<file path="src/core/hbsc_pkg.sv">
// What this block does
// - Chip select fall captures the host address
// - Chip select rise ends the cycle
// - Reset low initialises state, straps sampled
// - Byte order strap high: little endian
// - Width strap high: 32-bit, low: 16-bit
// - Bus mode strap high: multiplexed address/data
// - Straps latched at reset release, held
// - Multiplexed mode: bit-2 pin is latch strobe
// - Word aligned addresses, lowest line bit 2
`default_nettype none
package hbsc_pkg;

    // Data bus geometry
    localparam int unsigned DATA_W = 32;
    localparam int unsigned HALF_W = 16;

    // Word address field: host address bits 15 down to 2
    localparam int unsigned ADDR_LSB = 2;
    localparam int unsigned ADDR_MSB = 15;
    localparam int unsigned ADDR_W = ADDR_MSB - ADDR_LSB + 1;
    localparam int unsigned ADDR_HI_W = ADDR_W - 1;

    // Reset values
    localparam logic [DATA_W-1:0] DATA_RST = 32'h0000_0000;
    localparam logic [ADDR_W-1:0] ADDR_RST = 14'h0000;
    localparam logic CS_N_RST = 1'b1;
    localparam logic STROBE_RST = 1'b0;

    // Host lanes driven in each width mode
    localparam logic [DATA_W-1:0] LANES_32 = 32'hFFFF_FFFF;
    localparam logic [DATA_W-1:0] LANES_16 = 32'h0000_FFFF;

    // Access sequencer states
    typedef enum logic [1:0] {
        HBSC_IDLE,
        HBSC_RD_WAIT,
        HBSC_RD_DRIVE,
        HBSC_WR_HOLD
    } hbsc_state_e;

    // Reverses the byte order of a word
    function automatic logic [DATA_W-1:0] hbsc_swap32(input logic [DATA_W-1:0] w);
        hbsc_swap32 = {w[7:0], w[15:8], w[23:16], w[31:24]};
    endfunction

endpackage
`default_nettype wire

</file>
<file path="src/core/hbsc_edge.sv">
`timescale 1ns/1ps
`default_nettype none
module hbsc_edge #(
    parameter logic RST_VAL = 1'b0
) (
    // Clock and reset
    input wire logic clk_sys,
    input wire logic rstn,
    // Sampled level
    input wire logic sig,
    // Edge pulses
    output logic rise,
    output logic fall
);

    logic prev_q;
    logic prev_d;

    // Previous level, reset to the idle level of the line
    always_comb begin
        prev_d = rstn ? sig : RST_VAL;
    end

    always_ff @(posedge clk_sys) begin
        prev_q <= prev_d;
    end

    // Edge pulses from current and previous level
    assign rise = sig & ~prev_q;
    assign fall = ~sig & prev_q;

endmodule
`default_nettype wire

</file>
<file path="src/core/hbsc_host_port.sv">
`timescale 1ns/1ps
`default_nettype none
module hbsc_host_port (
    // Clock and reset
    input wire logic clk_sys,
    input wire logic rstn,
    // Host bus control
    input wire logic cs_n,
    input wire logic rd_n,
    input wire logic wr_n,
    // Host address lines 15..3 and the shared bit-2 pin
    input wire logic [hbsc_pkg::ADDR_HI_W-1:0] addr_hi,
    input wire logic addr_bit2_or_latch_strobe,
    // Host data lines
    input wire logic [hbsc_pkg::DATA_W-1:0] data_in,
    output logic [hbsc_pkg::DATA_W-1:0] data_out,
    output logic [hbsc_pkg::DATA_W-1:0] data_oe,
    // Configuration straps
    input wire logic byte_order_strap,
    input wire logic width_strap,
    input wire logic bus_mode_strap,
    // Latched configuration
    output logic cfg_little_endian,
    output logic cfg_bus32,
    output logic cfg_muxed,
    // Core request side
    output logic req_valid,
    output logic req_write,
    output logic [hbsc_pkg::ADDR_W-1:0] req_addr,
    output logic [hbsc_pkg::DATA_W-1:0] req_wdata,
    // Core read answer
    input wire logic rd_ack,
    input wire logic [hbsc_pkg::DATA_W-1:0] rd_data
);
    import hbsc_pkg::*;

    ////////////////////////////////////////////////////////////////////////////
    // Strap capture

    logic order_q;
    logic order_d;
    logic b32_q;
    logic b32_d;
    logic mux_q;
    logic mux_d;

    // Follow the straps while reset is low, freeze at release
    always_comb begin
        order_d = rstn ? order_q : byte_order_strap;
        b32_d = rstn ? b32_q : width_strap;
        mux_d = rstn ? mux_q : bus_mode_strap;
    end

    always_ff @(posedge clk_sys) begin
        order_q <= order_d;
        b32_q <= b32_d;
        mux_q <= mux_d;
    end

    assign cfg_little_endian = order_q;
    assign cfg_bus32 = b32_q;
    assign cfg_muxed = mux_q;

    ////////////////////////////////////////////////////////////////////////////
    // Edge detection

    logic cs_rise;
    logic cs_fall;
    logic stb_fall;

    hbsc_edge #(.RST_VAL(CS_N_RST)) u_cs_edge (
        .clk_sys(clk_sys),
        .rstn(rstn),
        .sig(cs_n),
        .rise(cs_rise),
        .fall(cs_fall)
    );

    hbsc_edge #(.RST_VAL(STROBE_RST)) u_stb_edge (
        .clk_sys(clk_sys),
        .rstn(rstn),
        .sig(addr_bit2_or_latch_strobe),
        .rise(),
        .fall(stb_fall)
    );

    ////////////////////////////////////////////////////////////////////////////
    // Address selection

    logic [ADDR_W-1:0] addr_now;
    logic [ADDR_W-1:0] mux_addr_q;
    logic [ADDR_W-1:0] mux_addr_d;

    // Multiplexed mode takes the address from the data lines at strobe fall
    always_comb begin
        mux_addr_d = mux_addr_q;
        if (!rstn) begin
            mux_addr_d = ADDR_RST;
        end else if (mux_q && stb_fall) begin
            mux_addr_d = data_in[ADDR_MSB:ADDR_LSB];
        end
    end

    always_ff @(posedge clk_sys) begin
        mux_addr_q <= mux_addr_d;
    end

    // Word address offered at chip select fall
    always_comb begin
        if (mux_q) begin
            addr_now = mux_addr_q;
        end else begin
            addr_now = {addr_hi, addr_bit2_or_latch_strobe};
        end
    end

    ////////////////////////////////////////////////////////////////////////////
    // Byte order mapping between host lanes and core words

    logic [DATA_W-1:0] rd_host;
    logic [DATA_W-1:0] wr_now;
    logic [DATA_W-1:0] wr_word32;
    logic [DATA_W-1:0] wr_word16;
    logic [DATA_W-1:0] cache_q;
    logic [DATA_W-1:0] wlat_q;

    // Big endian swaps the bytes, little endian passes them straight
    always_comb begin
        rd_host = order_q ? rd_data : hbsc_swap32(rd_data);
        wr_now = wr_n ? wlat_q : data_in;
        wr_word32 = order_q ? wr_now : hbsc_swap32(wr_now);
        wr_word16 = order_q ? {wr_now[HALF_W-1:0], cache_q[HALF_W-1:0]}
                         : hbsc_swap32({wr_now[HALF_W-1:0], cache_q[HALF_W-1:0]});
    end

    ////////////////////////////////////////////////////////////////////////////
    // Access sequencer

    hbsc_state_e st_q;
    hbsc_state_e st_d;
    logic half_q;
    logic half_d;
    logic wseen_q;
    logic wseen_d;
    logic oe_q;
    logic oe_d;
    logic [DATA_W-1:0] dout_q;
    logic [DATA_W-1:0] dout_d;
    logic [DATA_W-1:0] cache_d;
    logic [DATA_W-1:0] wlat_d;
    logic [ADDR_W-1:0] addr_q;
    logic [ADDR_W-1:0] addr_d;
    logic req_q;
    logic req_d;
    logic rw_q;
    logic rw_d;
    logic [ADDR_W-1:0] raddr_q;
    logic [ADDR_W-1:0] raddr_d;
    logic [DATA_W-1:0] wdat_q;
    logic [DATA_W-1:0] wdat_d;

    // Next values of the sequencer
    always_comb begin
        st_d = st_q;
        half_d = half_q;
        wseen_d = wseen_q;
        oe_d = oe_q;
        dout_d = dout_q;
        cache_d = cache_q;
        wlat_d = wlat_q;
        addr_d = addr_q;
        req_d = 1'b0;
        rw_d = rw_q;
        raddr_d = raddr_q;
        wdat_d = wdat_q;
        // A finished cycle moves to the other half in 16-bit mode
        if (cs_rise && st_q != HBSC_IDLE) begin
            st_d = HBSC_IDLE;
            oe_d = 1'b0;
            half_d = b32_q ? 1'b0 : ~half_q;
        end
        case (st_q)
            HBSC_IDLE: begin
                if (cs_fall) begin
                    addr_d = addr_now;
                    wseen_d = 1'b0;
                    if (!rd_n) begin
                        if (b32_q || !half_q) begin
                            req_d = 1'b1;
                            rw_d = 1'b0;
                            raddr_d = addr_now;
                            st_d = HBSC_RD_WAIT;
                        end else begin
                            dout_d = {{HALF_W{1'b0}}, cache_q[DATA_W-1:HALF_W]};
                            oe_d = 1'b1;
                            st_d = HBSC_RD_DRIVE;
                        end
                    end else begin
                        st_d = HBSC_WR_HOLD;
                    end
                end
            end
            HBSC_RD_WAIT: begin
                if (rd_ack && !cs_rise) begin
                    cache_d = rd_host;
                    dout_d = b32_q ? rd_host : {{HALF_W{1'b0}}, rd_host[HALF_W-1:0]};
                    oe_d = 1'b1;
                    st_d = HBSC_RD_DRIVE;
                end
            end
            HBSC_RD_DRIVE: begin
                // Data stands until chip select rises
            end
            HBSC_WR_HOLD: begin
                if (!wr_n) begin
                    wlat_d = data_in;
                    wseen_d = 1'b1;
                end
                if (cs_rise && (wseen_q || !wr_n)) begin
                    if (b32_q) begin
                        req_d = 1'b1;
                        rw_d = 1'b1;
                        raddr_d = addr_q;
                        wdat_d = wr_word32;
                    end else if (!half_q) begin
                        cache_d = {cache_q[DATA_W-1:HALF_W], wr_now[HALF_W-1:0]};
                    end else begin
                        req_d = 1'b1;
                        rw_d = 1'b1;
                        raddr_d = addr_q;
                        wdat_d = wr_word16;
                    end
                end
            end
            default: begin
                st_d = HBSC_IDLE;
            end
        endcase
        // Synchronous reset returns everything to its initial value
        if (!rstn) begin
            st_d = HBSC_IDLE;
            half_d = 1'b0;
            wseen_d = 1'b0;
            oe_d = 1'b0;
            dout_d = DATA_RST;
            cache_d = DATA_RST;
            wlat_d = DATA_RST;
            addr_d = ADDR_RST;
            req_d = 1'b0;
            rw_d = 1'b0;
            raddr_d = ADDR_RST;
            wdat_d = DATA_RST;
        end
    end

    always_ff @(posedge clk_sys) begin
        st_q <= st_d;
        half_q <= half_d;
        wseen_q <= wseen_d;
        oe_q <= oe_d;
        dout_q <= dout_d;
        cache_q <= cache_d;
        wlat_q <= wlat_d;
        addr_q <= addr_d;
        req_q <= req_d;
        rw_q <= rw_d;
        raddr_q <= raddr_d;
        wdat_q <= wdat_d;
    end

    ////////////////////////////////////////////////////////////////////////////
    // Outputs

    // Drive stops in the same cycle chip select goes high
    assign data_oe = (oe_q && !cs_n) ? (b32_q ? LANES_32 : LANES_16) : DATA_RST;
    assign data_out = dout_q;
    assign req_valid = req_q;
    assign req_write = rw_q;
    assign req_addr = raddr_q;
    assign req_wdata = wdat_q;

endmodule
`default_nettype wire

</file>
<file path="config.mk">
export PLATFORM = sky130hd
export DESIGN_NAME = hbsc_host_port
export DESIGN_NICKNAME = d
export VERILOG_FILES = /design/src/core/hbsc_pkg.sv /design/src/core/hbsc_edge.sv /design/src/core/hbsc_host_port.sv
export SDC_FILE = /design/constraint.sdc
export NUM_CORES = 1
export LEC_CHECK = 0
export ABC_AREA = 1
export BUFFER_PORTS_ARGS = -buffer_cell sky130_fd_sc_hd__buf_4
export CAP_MARGIN = 20
export CORE_MARGIN = 10
export CORE_UTILIZATION = 45
export DETAILED_ROUTE_END_ITERATION = 10
export PLACE_DENSITY = 0.73
export SETUP_SLACK_MARGIN = 0.05
export SYNTH_ARGS = -nofsm -noshare
export SYNTH_HDL_FRONTEND = slang
export SYNTH_SLANG_ARGS = --single-unit
</file>
<file path="constraint.sdc">
create_clock -name clk_sys -period 3 [get_ports clk_sys]
set_input_delay 0.15 -clock clk_sys [delete_from_list [all_inputs] [get_ports clk_sys]]
set_output_delay 0.15 -clock clk_sys [all_outputs]
set_load 0.01 [all_outputs]
</file>
==> impl_metrics.csv, run 1 <==
group,metric,value,unit
outcome,outcome,"finished clean",
route,ant_nets,0,
yosys,synth_nets,1760,
setup_path,r2r_cells,8,
setup_path,rr_startpoint,"cfg_bus32$_DFFE_PN_",
setup_path,worst-setup-path-type,"reg2out",
layout,finalInstanceArea,12100,um2
yosys,synth_cell_types,30,
yosys,synth_edf_count,3,
setup_path,worst-path-max-fanout,66,
grt,grt_max_degree,90,
clock_tree,clk_latency,0.45,ns
route,drt_iter0_markers,1193,
yosys,async_flop_share,0,%
route,dr.pass1.iters,6,
die,die_h,170,um
layout,layout_commonest_cell,"nand2_1",
power,switchingPower,2070,uW
placed_design,port_buffers,201,
power,pwr-share-seq,42.4,%
layout,layout_common_cells,"nand2_1, buf_4, inv_1, dfxtp_1, a21oi_1",
setup_path,arrival,2.12,ns
timing,fin_crit_sh,75.7,%
worst_hold_path,min_path_type,"in2reg",
clock_tree,hold_buffers,7,
placed_design,place_ws,0.880,ns
timing,fmax,440,MHz
clock_tree,cts_resized,0,
die,dieArea,29000,um2
timing,timing.hold.ws,0.0107,ns
grt,grt_usage,21.7,%
timing,period_needed,2.27,ns
grt,overflow,0,
timing,layout_setup_ws,0.729,ns
layout,final_util,54.7,%
setup_path,cp-startpoint,"cfg_bus32$_DFFE_PN_",
route,routed-via-count,10500,
clock_tree,cts_made_buffers,17,
flow_run,max_cap_viol_count,0,
die,core_area,22000,um2
placed_design,placed_area,11400,um2
power,vdd_drop_max,0.281,mV
setup_path,cp-start-kind,"flop",
clock_tree,clock_sinks,182,
yosys,synth_warnings,0,
yosys,synth_top_area_share,35.2,%
clock_tree,cts_setup_buffers,0,
yosys,synth.avg_cell_area,6.10,um2
yosys,ys_dominant_reg_cell,"dfxtp_1",
die,io_pins,202,
layout,layout.nets,1867,
die,fp.dieW,170,um
power,p_int,4190,uW
route,drc,0,
route,via_per_inst,5.10,
layout,drive_gt1_share,15.6,%
yosys,syn_area,10200,um2
setup_path,path_cells,"buf_4, inv_2, nor3_1, buf_4, buf_4",
power,powerDensity,519,nW/um2
timing,slew_violations,0,
placed_design,place_hpwl,22.8,mm
die,start_util,46.2,%
setup_path,crit_required,2.85,ns
setup_path,endpoint_kind,"primary output",
layout,syn_to_final_growth,18.4,%
clock_tree,cts_tree,"yes",
timing,tightest_slew,0.941,ns
timing,finalHoldViolCount,0,
route,wirelength,32.2,mm
timing,finalSetupViolations,0,
setup_path,rrSetupSlack,0.83,ns
yosys,syn_inst,1669,
yosys,synth_seq_cells,182,
layout,final-seq-area,3670,um2
timing,finalClockSkew,0.0172,ns
timing,rsz0062_at_grt,"no",
die,rows,54,
clock_tree,root_buffer,"clkbuf_16",
power,combPwrFrac,21.0,%
power,p_leak,0.00614,uW
setup_path,path_common_cell,"buf_4",
grt,grt_pass1_vias,9929,
setup_path,cp_slowest_stage_delay,0.57,ns
layout,num-fill-cells,2239,
placed_design,globalplace.congestion,0.874,
setup_path,rr_endpoint,"req_addr[0]$_SDFFE_PN0P_",
layout,multi_input_area,4950,um2
setup_path,crit_slowest_cell,"buf_4",
yosys,seq_area_frac_synth,36.1,%
grt,antenna_found_initial,1,
clock_tree,path_clk_slew,0.07,ns
timing,setup_tns,0,ns
clock_tree,clock_path_buffers,2,
route,wire_per_inst,15.6,um
grt,grt_pass1_wl,50.8,mm
timing,slew_headroom,37.0,%
power,power_frac_clock,36.7,%
yosys,synth_area_leaders,"dfxtp_1, nand2_1, inv_1",
power,switching_share,33.0,%
setup_path,endpoint,"data_oe[17]",
yosys,synth_top_area_cell,"dfxtp_1",
clock_tree,cts_max_level,4,
==> logic make-up (layout without fill, tap and decap cells) <==
family | count (synthesis) | count (layout) | share of synthesized area, %
DFF | 182 | 182 | 36.1
adders and majority gates | 4 | 4 | 0.491
and+or+nand+nor | 851 | 851 | 33.5
AOI/OAI and AO/OA | 286 | 286 | 14.5
buffers and inverters | 346 | 466 | 15.4
other | 0 | 1 | 0
==> stage by stage <==
step	power, uW	std cells
2_1_floorplan	3580	1669
3_3_place_gp	3980	2030
3_5_place_dp	4000	2030
4_1_cts	6270	2069
5_1_grt	6550	2070
6_report	6260	2070
==> worst max-delay path: cells and delay by family (launching register included) <==
| family | cells | cell delay, ns |
|---|---|---|
| buffers and inverters | 4 | 1.04 |
| flip-flops | 1 | 0.41 |
| AND/OR/NAND/NOR | 1 | 0.22 |
==> registers in the layout, summed over array words and instances, names as in the netlist, 2 cells and up <==
register / cells
addr_q: 14
cache_q: 32
data_out: 32
mux_addr_q: 14
req_addr: 14
req_wdata: 32
st_q: 2
wlat_q: 32
==> power groups by stage <==
stage,Sequential (uW),Combinational (uW),Clock [uW]
after floorplan,2710,867,0
after global placement,2700,1280,0
after detailed placement,2710,1290,0
after CTS,2650,1310,2310
after global routing,2670,1470,2410
final,2650,1310,2300
==> metal layers <==
| metal | track usage, % | vias up | wire length, um |
|---|---|---|---|
| li1 | - | 5343 | - |
| met1 | 27.6 | 4701 | 14100 |
| met2 | 33.9 | 445 | 14200 |
| met3 | 6.06 | 59 | 2890 |
| met4 | 8.66 | 0 | 1000 |
| met5 | 0 | - | 0 |
==> synthesized netlist by cell type (all sizes together) (3+ instances only) <==
cell,instances
a21oi,156
buf,101
clkbuf,35
dfxtp,179
edfxtp,3
ha,4
inv,210
nand2,595
nand3,100
nand4,11
nor2,142
nor3,3
o21ai,125
==> how the worst min path moves through the flow <==
| stage | startpoint | to | slack [ns] | cells after the start |
|---|---|---|---|---|
| 5_1_grt | data_in[5] | mux_addr_q[3]$_SDFFE_PN0P_ | 0.01 | 3 |
| 6_report | data_in[5] | mux_addr_q[3]$_SDFFE_PN0P_ | 0.01 | 3 |
| 3_3_place_gp | width_strap | cfg_bus32$_DFFE_PN_ | 0.33 | 1 |
| 3_5_place_dp | width_strap | cfg_bus32$_DFFE_PN_ | 0.33 | 1 |
| 4_1_cts | data_in[5] | mux_addr_q[3]$_SDFFE_PN0P_ | 0.006 | 3 |
| 2_1_floorplan | addr_bit2_or_latch_strobe | u_stb_edge.prev_q$_SDFF_PN0_ | 0.24 | 2 |
==> cell type report <==
class | instances | area share [%]
timing repair buffer | 224 | 14.1
inverter | 210 | 6.54
clock inverter | 14 | 1.21
sequential | 182 | 30.5
antenna | 1 | 0.0208
multi-input combinational | 1141 | 41.0
clock buffer | 18 | 3.74
tap | 280 | 2.91
No activity file was read; power rests on OpenSTA's default activity.
==> run 2: changes to the inputs <==
ABC_AREA = 0   (was 1)
PLACE_DENSITY = 0.74   (was 0.73)
clock period = 2.2 ns   (was 3 ns; I/O delays follow)
==> run 2 against run 1 <==
Against the previous run:
- cell area fell by 6.4%
- sequential power grew 32%
- non-clock buffer count rose by 47
- largest power group unchanged
- cell count is 29% lower
- hold slack gained 0.057 ns
- highest routed layer unchanged
==> impl_metrics.csv, run 2 <==
group,metric,value,unit
outcome,outcome,"finished clean",
setup_path,arrival,2.37,ns
setup_path,rrSetupSlack,0.20,ns
power,vdd_drop_max,0.542,mV
grt,antenna_found_initial,0,
worst_hold_path,min_path_cells,4,
placed_design,place_hpwl,19.5,mm
yosys,synth_top_area_cell,"dfxtp_1",
placed_design,globalplace.congestion,0.907,
timing,fin_crit_sh,91.0,%
worst_hold_path,hp-start,"rd_n",
clock_tree,cts_max_level,4,
timing,finalSetupViolations,0,
timing,slew_violations,0,
timing,period_needed,2.00,ns
power,combPwrFrac,16.5,%
die,die_h,160,um
clock_tree,root_buffer,"clkbuf_16",
yosys,synth_seq_cells,182,
clock_tree,path_clk_slew,0.07,ns
layout,drive_gt1_share,26.8,%
route,wire_per_inst,18.9,um
route,routed-via-count,8133,
setup_path,rr_endpoint,"data_out[24]$_SDFFE_PN0P_",
yosys,synth.avg_cell_area,8.66,um2
yosys,synth_edf_count,3,
layout,antenna_cells,0,
yosys,seq_area_frac_synth,41.7,%
yosys,syn_inst,1017,
setup_path,r2r_cells,7,
yosys,async_flop_share,0,%
clock_tree,clock_path_buffers,2,
setup_path,worst-path-max-fanout,17,
setup_path,path_cells,"inv_1, ha_1, nand3b_1, o22ai_2, and2_1, buf_4, mux2i_1",
clock_tree,cts_tree,"yes",
die,fp.dieW,160,um
flow_run,max_cap_viol_count,0,
power,p_int,5700,uW
power,p_leak,0.00454,uW
layout,layout_commonest_cell,"buf_4",
layout,layout_common_cells,"buf_4, dfxtp_1, nand2_1, mux2i_1, a21oi_1",
power,pwr-share-seq,43.7,%
yosys,synth_top_area_share,40.7,%
die,start_util,45.6,%
route,drc,0,
grt,grt_pass1_wl,43.3,mm
layout,layout.nets,1274,
clock_tree,cts_made_buffers,17,
die,core_area,19300,um2
grt,grt_max_degree,88,
clock_tree,clock_sinks,182,
placed_design,placed_area,10300,um2
route,wirelength,27.6,mm
worst_hold_path,min_path_type,"in2reg",
yosys,synth.most_common_cell,"dfxtp_1",
route,ant_nets,0,
grt,grt_pass1_vias,7894,
timing,slew_headroom,53.3,%
die,rows,51,
timing,fmax,500,MHz
power,powerDensity,707,nW/um2
timing,rsz0062_at_grt,"no",
placed_design,port_buffers,201,
clock_tree,cts_setup_buffers,0,
yosys,syn_area,8810,um2
timing,setup_tns,0,ns
timing,finalClockSkew,0.0121,ns
power,switchingPower,2280,uW
yosys,ys_dominant_reg_cell,"dfxtp_1",
layout,finalInstanceArea,11300,um2
die,dieArea,25600,um2
setup_path,rr_startpoint,"st_q[1]$_SDFF_PN0_",
yosys,synth_area_leaders,"dfxtp_1, mux2i_1, nand2_1",
power,power_frac_clock,39.8,%
timing,finalHoldViolCount,0,
grt,overflow,0,
yosys,synth_nets,1108,
setup_path,cp_slowest_stage_delay,0.40,ns
setup_path,cp-start-kind,"flop",
worst_hold_path,whs_endpoint,"st_q[1]$_SDFF_PN0_",
setup_path,crit_required,2.57,ns
route,drt_iter0_markers,748,
timing,tightest_slew,0.681,ns
setup_path,worst-setup-path-type,"reg2reg",
route,dr.pass1.iters,5,
die,io_pins,202,
layout,num-fill-cells,1708,
setup_path,endpoint_kind,"flop",
yosys,synth_warnings,0,
grt,grt_usage,20.7,%
setup_path,crit_slowest_cell,"ha_1",
yosys,synth_common_cells,"dfxtp_1, nand2_1, mux2i_1, a21oi_1, o21ai_0",
layout,syn_to_final_growth,28.1,%
clock_tree,clk_latency,0.44,ns
power,switching_share,28.5,%
yosys,synth_cell_types,45,
route,via_per_inst,5.57,
run 2: cell count changes in the layout (fill, tap and decap cells not counted), moves of 50 or more:
cell	delta
a21oi_1	-50
inv_1	-199
mux2i_1	+109
nand2_1	-447
nand3_1	-64
nor2_1	-97
run 2: worst max path at each step:
stage / end / start / slack (ns) / cells past startpoint
after floorplan: data_out[27]$_SDFFE_PN0P_ / cfg_bus32$_DFFE_PN_ / 0.20 / 7
after global placement: cache_q[15]$_SDFFE_PN0P_ / st_q[0]$_SDFF_PN0_ / 0.26 / 5
after detailed placement: cache_q[10]$_SDFFE_PN0P_ / st_q[0]$_SDFF_PN0_ / 0.20 / 7
after CTS: cache_q[10]$_SDFFE_PN0P_ / st_q[0]$_SDFF_PN0_ / 0.17 / 7
after global routing: data_out[24]$_SDFFE_PN0P_ / st_q[0]$_SDFF_PN0_ / 0.06 / 7
final: data_out[24]$_SDFFE_PN0P_ / st_q[1]$_SDFF_PN0_ / 0.20 / 7
run 2: power by group through the flow:
stage	sequential (uW)	clock (uW)	combinational [uW]
6_report	3490	3180	1310
5_1_grt	3500	3340	1420
4_1_cts	3490	3210	1300
3_5_place_dp	3560	0	1240
3_3_place_gp	3560	0	1230
2_1_floorplan	3560	0	770
run 2: metal layers:
layer  part of all wire, %  track usage, %  wire length [um]
met5                     0               0                 0
met4                   2.9            8.22               794
met3                   6.9            4.63              1910
met2                    47            33.2             13000
met1                    43            26.3             11900
run 2: kinds of logic (layout without fill, tap and decap cells):
kind of cell / after synthesis / after routing / share of synthesized area (%)
and+or+nand+nor: 294 / 294 / 15.5
AOI/OAI and AO/OA: 280 / 280 / 20.1
DFF: 182 / 182 / 41.7
buffers and inverters: 130 / 309 / 7.41
muxes: 127 / 127 / 14.7
adders and majority gates: 4 / 4 / 0.568
run 2: per-stage QoR:
stage	setup slack [ns]	utilization [%]	std cells	hold slack, ns	power [uW]
final	0.198	58.4	1461	0.0674	7980
after global routing	0.0606	58.4	1461	0.0867	8270
after CTS	0.174	58.3	1461	0.0532	8000
after detailed placement	0.199	53.4	1394	0.296	4810
after global placement	0.260	53.4	1394	0.290	4790
after floorplan	0.196	-	1017	0.209	4330
run 2: final cells by class:
cell class	instances	area, um2	share of cell area [%]
multi-input cells	705	4490	39.8
flip-flops and latches	182	3670	32.5
repair buffers	271	2160	19.2
clock buffers	17	425	3.77
well taps	265	332	2.94
clock inverters	15	183	1.62
inverters	6	22.5	0.200
run 2: what timing repair did:
| item | CTS | global route |
|---|---|---|
| gates resized for setup | 0 | 3 |
| setup endpoints to repair | 0 | 48 |
| hold buffers | 35 | 0 |
| hold endpoints to repair | 36 | 0 |
run 2: worst max-delay path, delay by kind of cell (launching register included):
kind	cells	cell delay [ns]
adders and majority gates	1	0.40
and+or+nand+nor	2	0.40
buffers and inverters	2	0.39
DFF	1	0.35
muxes	1	0.23
AOI/OAI and AO/OA	1	0.16
==> run 3: changes to the inputs <==
CORE_UTILIZATION = 54   (was 45)
CTS_CLUSTER_SIZE = 25   (was default)
PLACE_DENSITY = 0.86   (was 0.74)
==> run 3 against run 2 <==
Against the previous run:
- worst setup slack got worse by 0.010 ns
- power rose by 0.30%
- cell count fell by 2.8%
- first-iteration DRC count rose by 41%
- global-route usage rose by 4.1 points
- maximum frequency fell by 0.50%
- wire length rose by 2.0%
- highest routed layer unchanged
- register-to-register slack barely moved
==> impl_metrics.csv, run 3 (same netlist as run 2, synthesis figures left out) <==
group,metric,value,unit
outcome,outcome,"finished clean",
clock_tree,path_clk_slew,0.07,ns
clock_tree,cts_tree,"yes",
power,combPwrFrac,16.8,%
setup_path,crit_slowest_cell,"or3_1",
setup_path,path_cells,"ha_2, o21ai_0, or3_1, or3_1, buf_4, o221ai_1",
clock_tree,cts_max_level,4,
placed_design,port_buffers,201,
grt,grt_pass1_wl,44.0,mm
grt,antenna_found_initial,1,
setup_path,rr_startpoint,"st_q[0]$_SDFF_PN0_",
power,p_leak,0.00458,uW
placed_design,globalplace.congestion,0.893,
route,via_per_inst,5.98,
placed_design,post-place-cells,1352,
power,switching_share,27.6,%
clock_tree,cts_made_buffers,17,
setup_path,crit_required,2.55,ns
layout,num-fill-cells,1149,
setup_path,endpoint_kind,"flop",
clock_tree,clock_path_buffers,2,
power,powerDensity,709,nW/um2
power,power_frac_clock,39.6,%
timing,rsz0062_at_grt,"no",
setup_path,path_common_cell,"or3_1",
clock_tree,root_buffer,"clkbuf_16",
setup_path,crit_buf_inv,1,
die,die_h,148,um
timing,slew_headroom,54.6,%
die,io_pins,202,
clock_tree,clk_latency,0.44,ns
grt,grt_pass1_vias,8141,
setup_path,cp-start-kind,"flop",
setup_path,rr_endpoint,"req_wdata[3]$_SDFFE_PN0P_",
flow_run,max_cap_viol_count,0,
route,routed-via-count,8489,
worst_hold_path,min_path_cells,4,
die,rows,46,
setup_path,path_delay_family,"simple AND/OR/NAND/NOR gates",
power,pwr-share-seq,43.6,%
route,wire_per_inst,19.8,um
setup_path,worst-setup-path-type,"reg2reg",
setup_path,arrival,2.36,ns
die,dieArea,21800,um2
timing,fmax,497,MHz
clock_tree,clock_sinks,182,
power,p_int,5800,uW
timing,fin_crit_sh,91.4,%
clock_tree,cts_setup_buffers,0,
worst_hold_path,min_path_type,"in2reg",
route,drc,0,
grt,grt_usage,24.8,%
layout,layout_common_cells,"buf_4, dfxtp_1, nand2_1, mux2i_1, a21oi_1",
layout,layout_commonest_cell,"buf_4",
timing,finalClockSkew,0.00798,ns
worst_hold_path,whs_endpoint,"req_valid$_SDFF_PN0_",
power,switchingPower,2210,uW
timing,tightest_slew,0.674,ns
layout,syn_to_final_growth,28.2,%
setup_path,rrSetupSlack,0.19,ns
timing,slew_violations,0,
timing,period_needed,2.01,ns
die,fp.dieW,148,um
route,drt_iter0_markers,1051,
setup_path,cp_slowest_stage_delay,0.40,ns
placed_design,place_hpwl,19.1,mm
setup_path,r2r_cells,6,
worst_hold_path,hp-start,"rd_n",
power,vdd_drop_max,0.596,mV
route,ant_nets,0,
grt,overflow,0,
route,wirelength,28.2,mm
layout,drive_gt1_share,27.1,%
grt,grt_max_degree,101,
die,start_util,55.3,%
setup_path,cp-startpoint,"st_q[0]$_SDFF_PN0_",
layout,instances_no_fill,1420,
setup_path,worst-path-max-fanout,16,
timing,setup_tns,0,ns
route,dr.pass1.iters,6,
timing,finalHoldViolCount,0,
layout,layout.nets,1281,
timing,finalSetupViolations,0,
die,core_area,15900,um2
[run 3: changes by cell type in the layout (fill, tap and decap cells not counted), sizes merged]
cell | before | now
bufinv | 2 | 3
clkbuf | 17 | 18
clkinv | 4 | 5
inv | 14 | 11
diode | 0 | 1
buf | 236 | 243
[run 3: worst max path at each step]
| stage | endpoint | depth (start not counted) |
|---|---|---|
| global placement | req_wdata[20]$_SDFFE_PN0P_ | 7 |
| detailed placement | req_wdata[3]$_SDFFE_PN0P_ | 6 |
| global route | data_oe[27] | 4 |
| floorplan | data_out[27]$_SDFFE_PN0P_ | 7 |
| finish | req_wdata[3]$_SDFFE_PN0P_ | 6 |
| CTS | req_wdata[3]$_SDFFE_PN0P_ | 6 |
[run 3: stage by stage]
| step | total power [uW] | worst slack, ns | util [%] | instance area (um2) | hold slack (ns) |
|---|---|---|---|---|---|
| finish | 8010 | 0.188 | 70.9 | 11300 | 0.0190 |
| global route | 8280 | 0.0636 | 70.9 | 11300 | 0.0754 |
| CTS | 7970 | 0.141 | 70.8 | 11300 | 0.00564 |
| detailed placement | 4810 | 0.210 | 64.8 | 10300 | 0.296 |
| global placement | 4790 | 0.256 | 64.8 | 10300 | 0.290 |
| floorplan | 4330 | 0.196 | - | 8810 | 0.209 |
[run 3: metal layers]
metal  vias up  track usage [%]  share of wire [%]
met2       510             39.4                 47
met1      3938             30.8                 39
met3        71             7.45                 11
met4         0             9.51                3.1
met5         -                0                  0
li1       3970                -                  -
[run 3: what timing repair did]
| action | in CTS | in global routing |
|---|---|---|
| resized for setup | 0 | 2 |
| setup endpoints to repair | 0 | 15 |
| hold buffers | 35 | 0 |
| hold endpoints to repair | 36 | 0 |
[run 3: power by group through the flow]
stage | Sequential (uW) | Clock [uW] | Combinational (uW)
finish | 3490 | 3170 | 1350
floorplan | 3560 | 0 | 770
global route | 3510 | 3320 | 1450
detailed placement | 3560 | 0 | 1250
CTS | 3490 | 3170 | 1310
global placement | 3560 | 0 | 1230
[run 3: layout make-up]
cell class              instances  area, um2  area share [%]
diodes                          1       2.50          0.0222
clock buffers                  18        429            3.80
clock inverters                14        174            1.54
inverters                       6       22.5           0.199
multi-input cells             705       4490            39.7
flip-flops and latches        182       3670            32.5
well taps                     216        270            2.39
repair buffers                278       2240            19.8
[run 3: tightest hold or removal path: stages]
cell    delay (ns)
buf_4         0.10
nor3_1        0.05
nor2_1        0.09
nor3_1        0.06
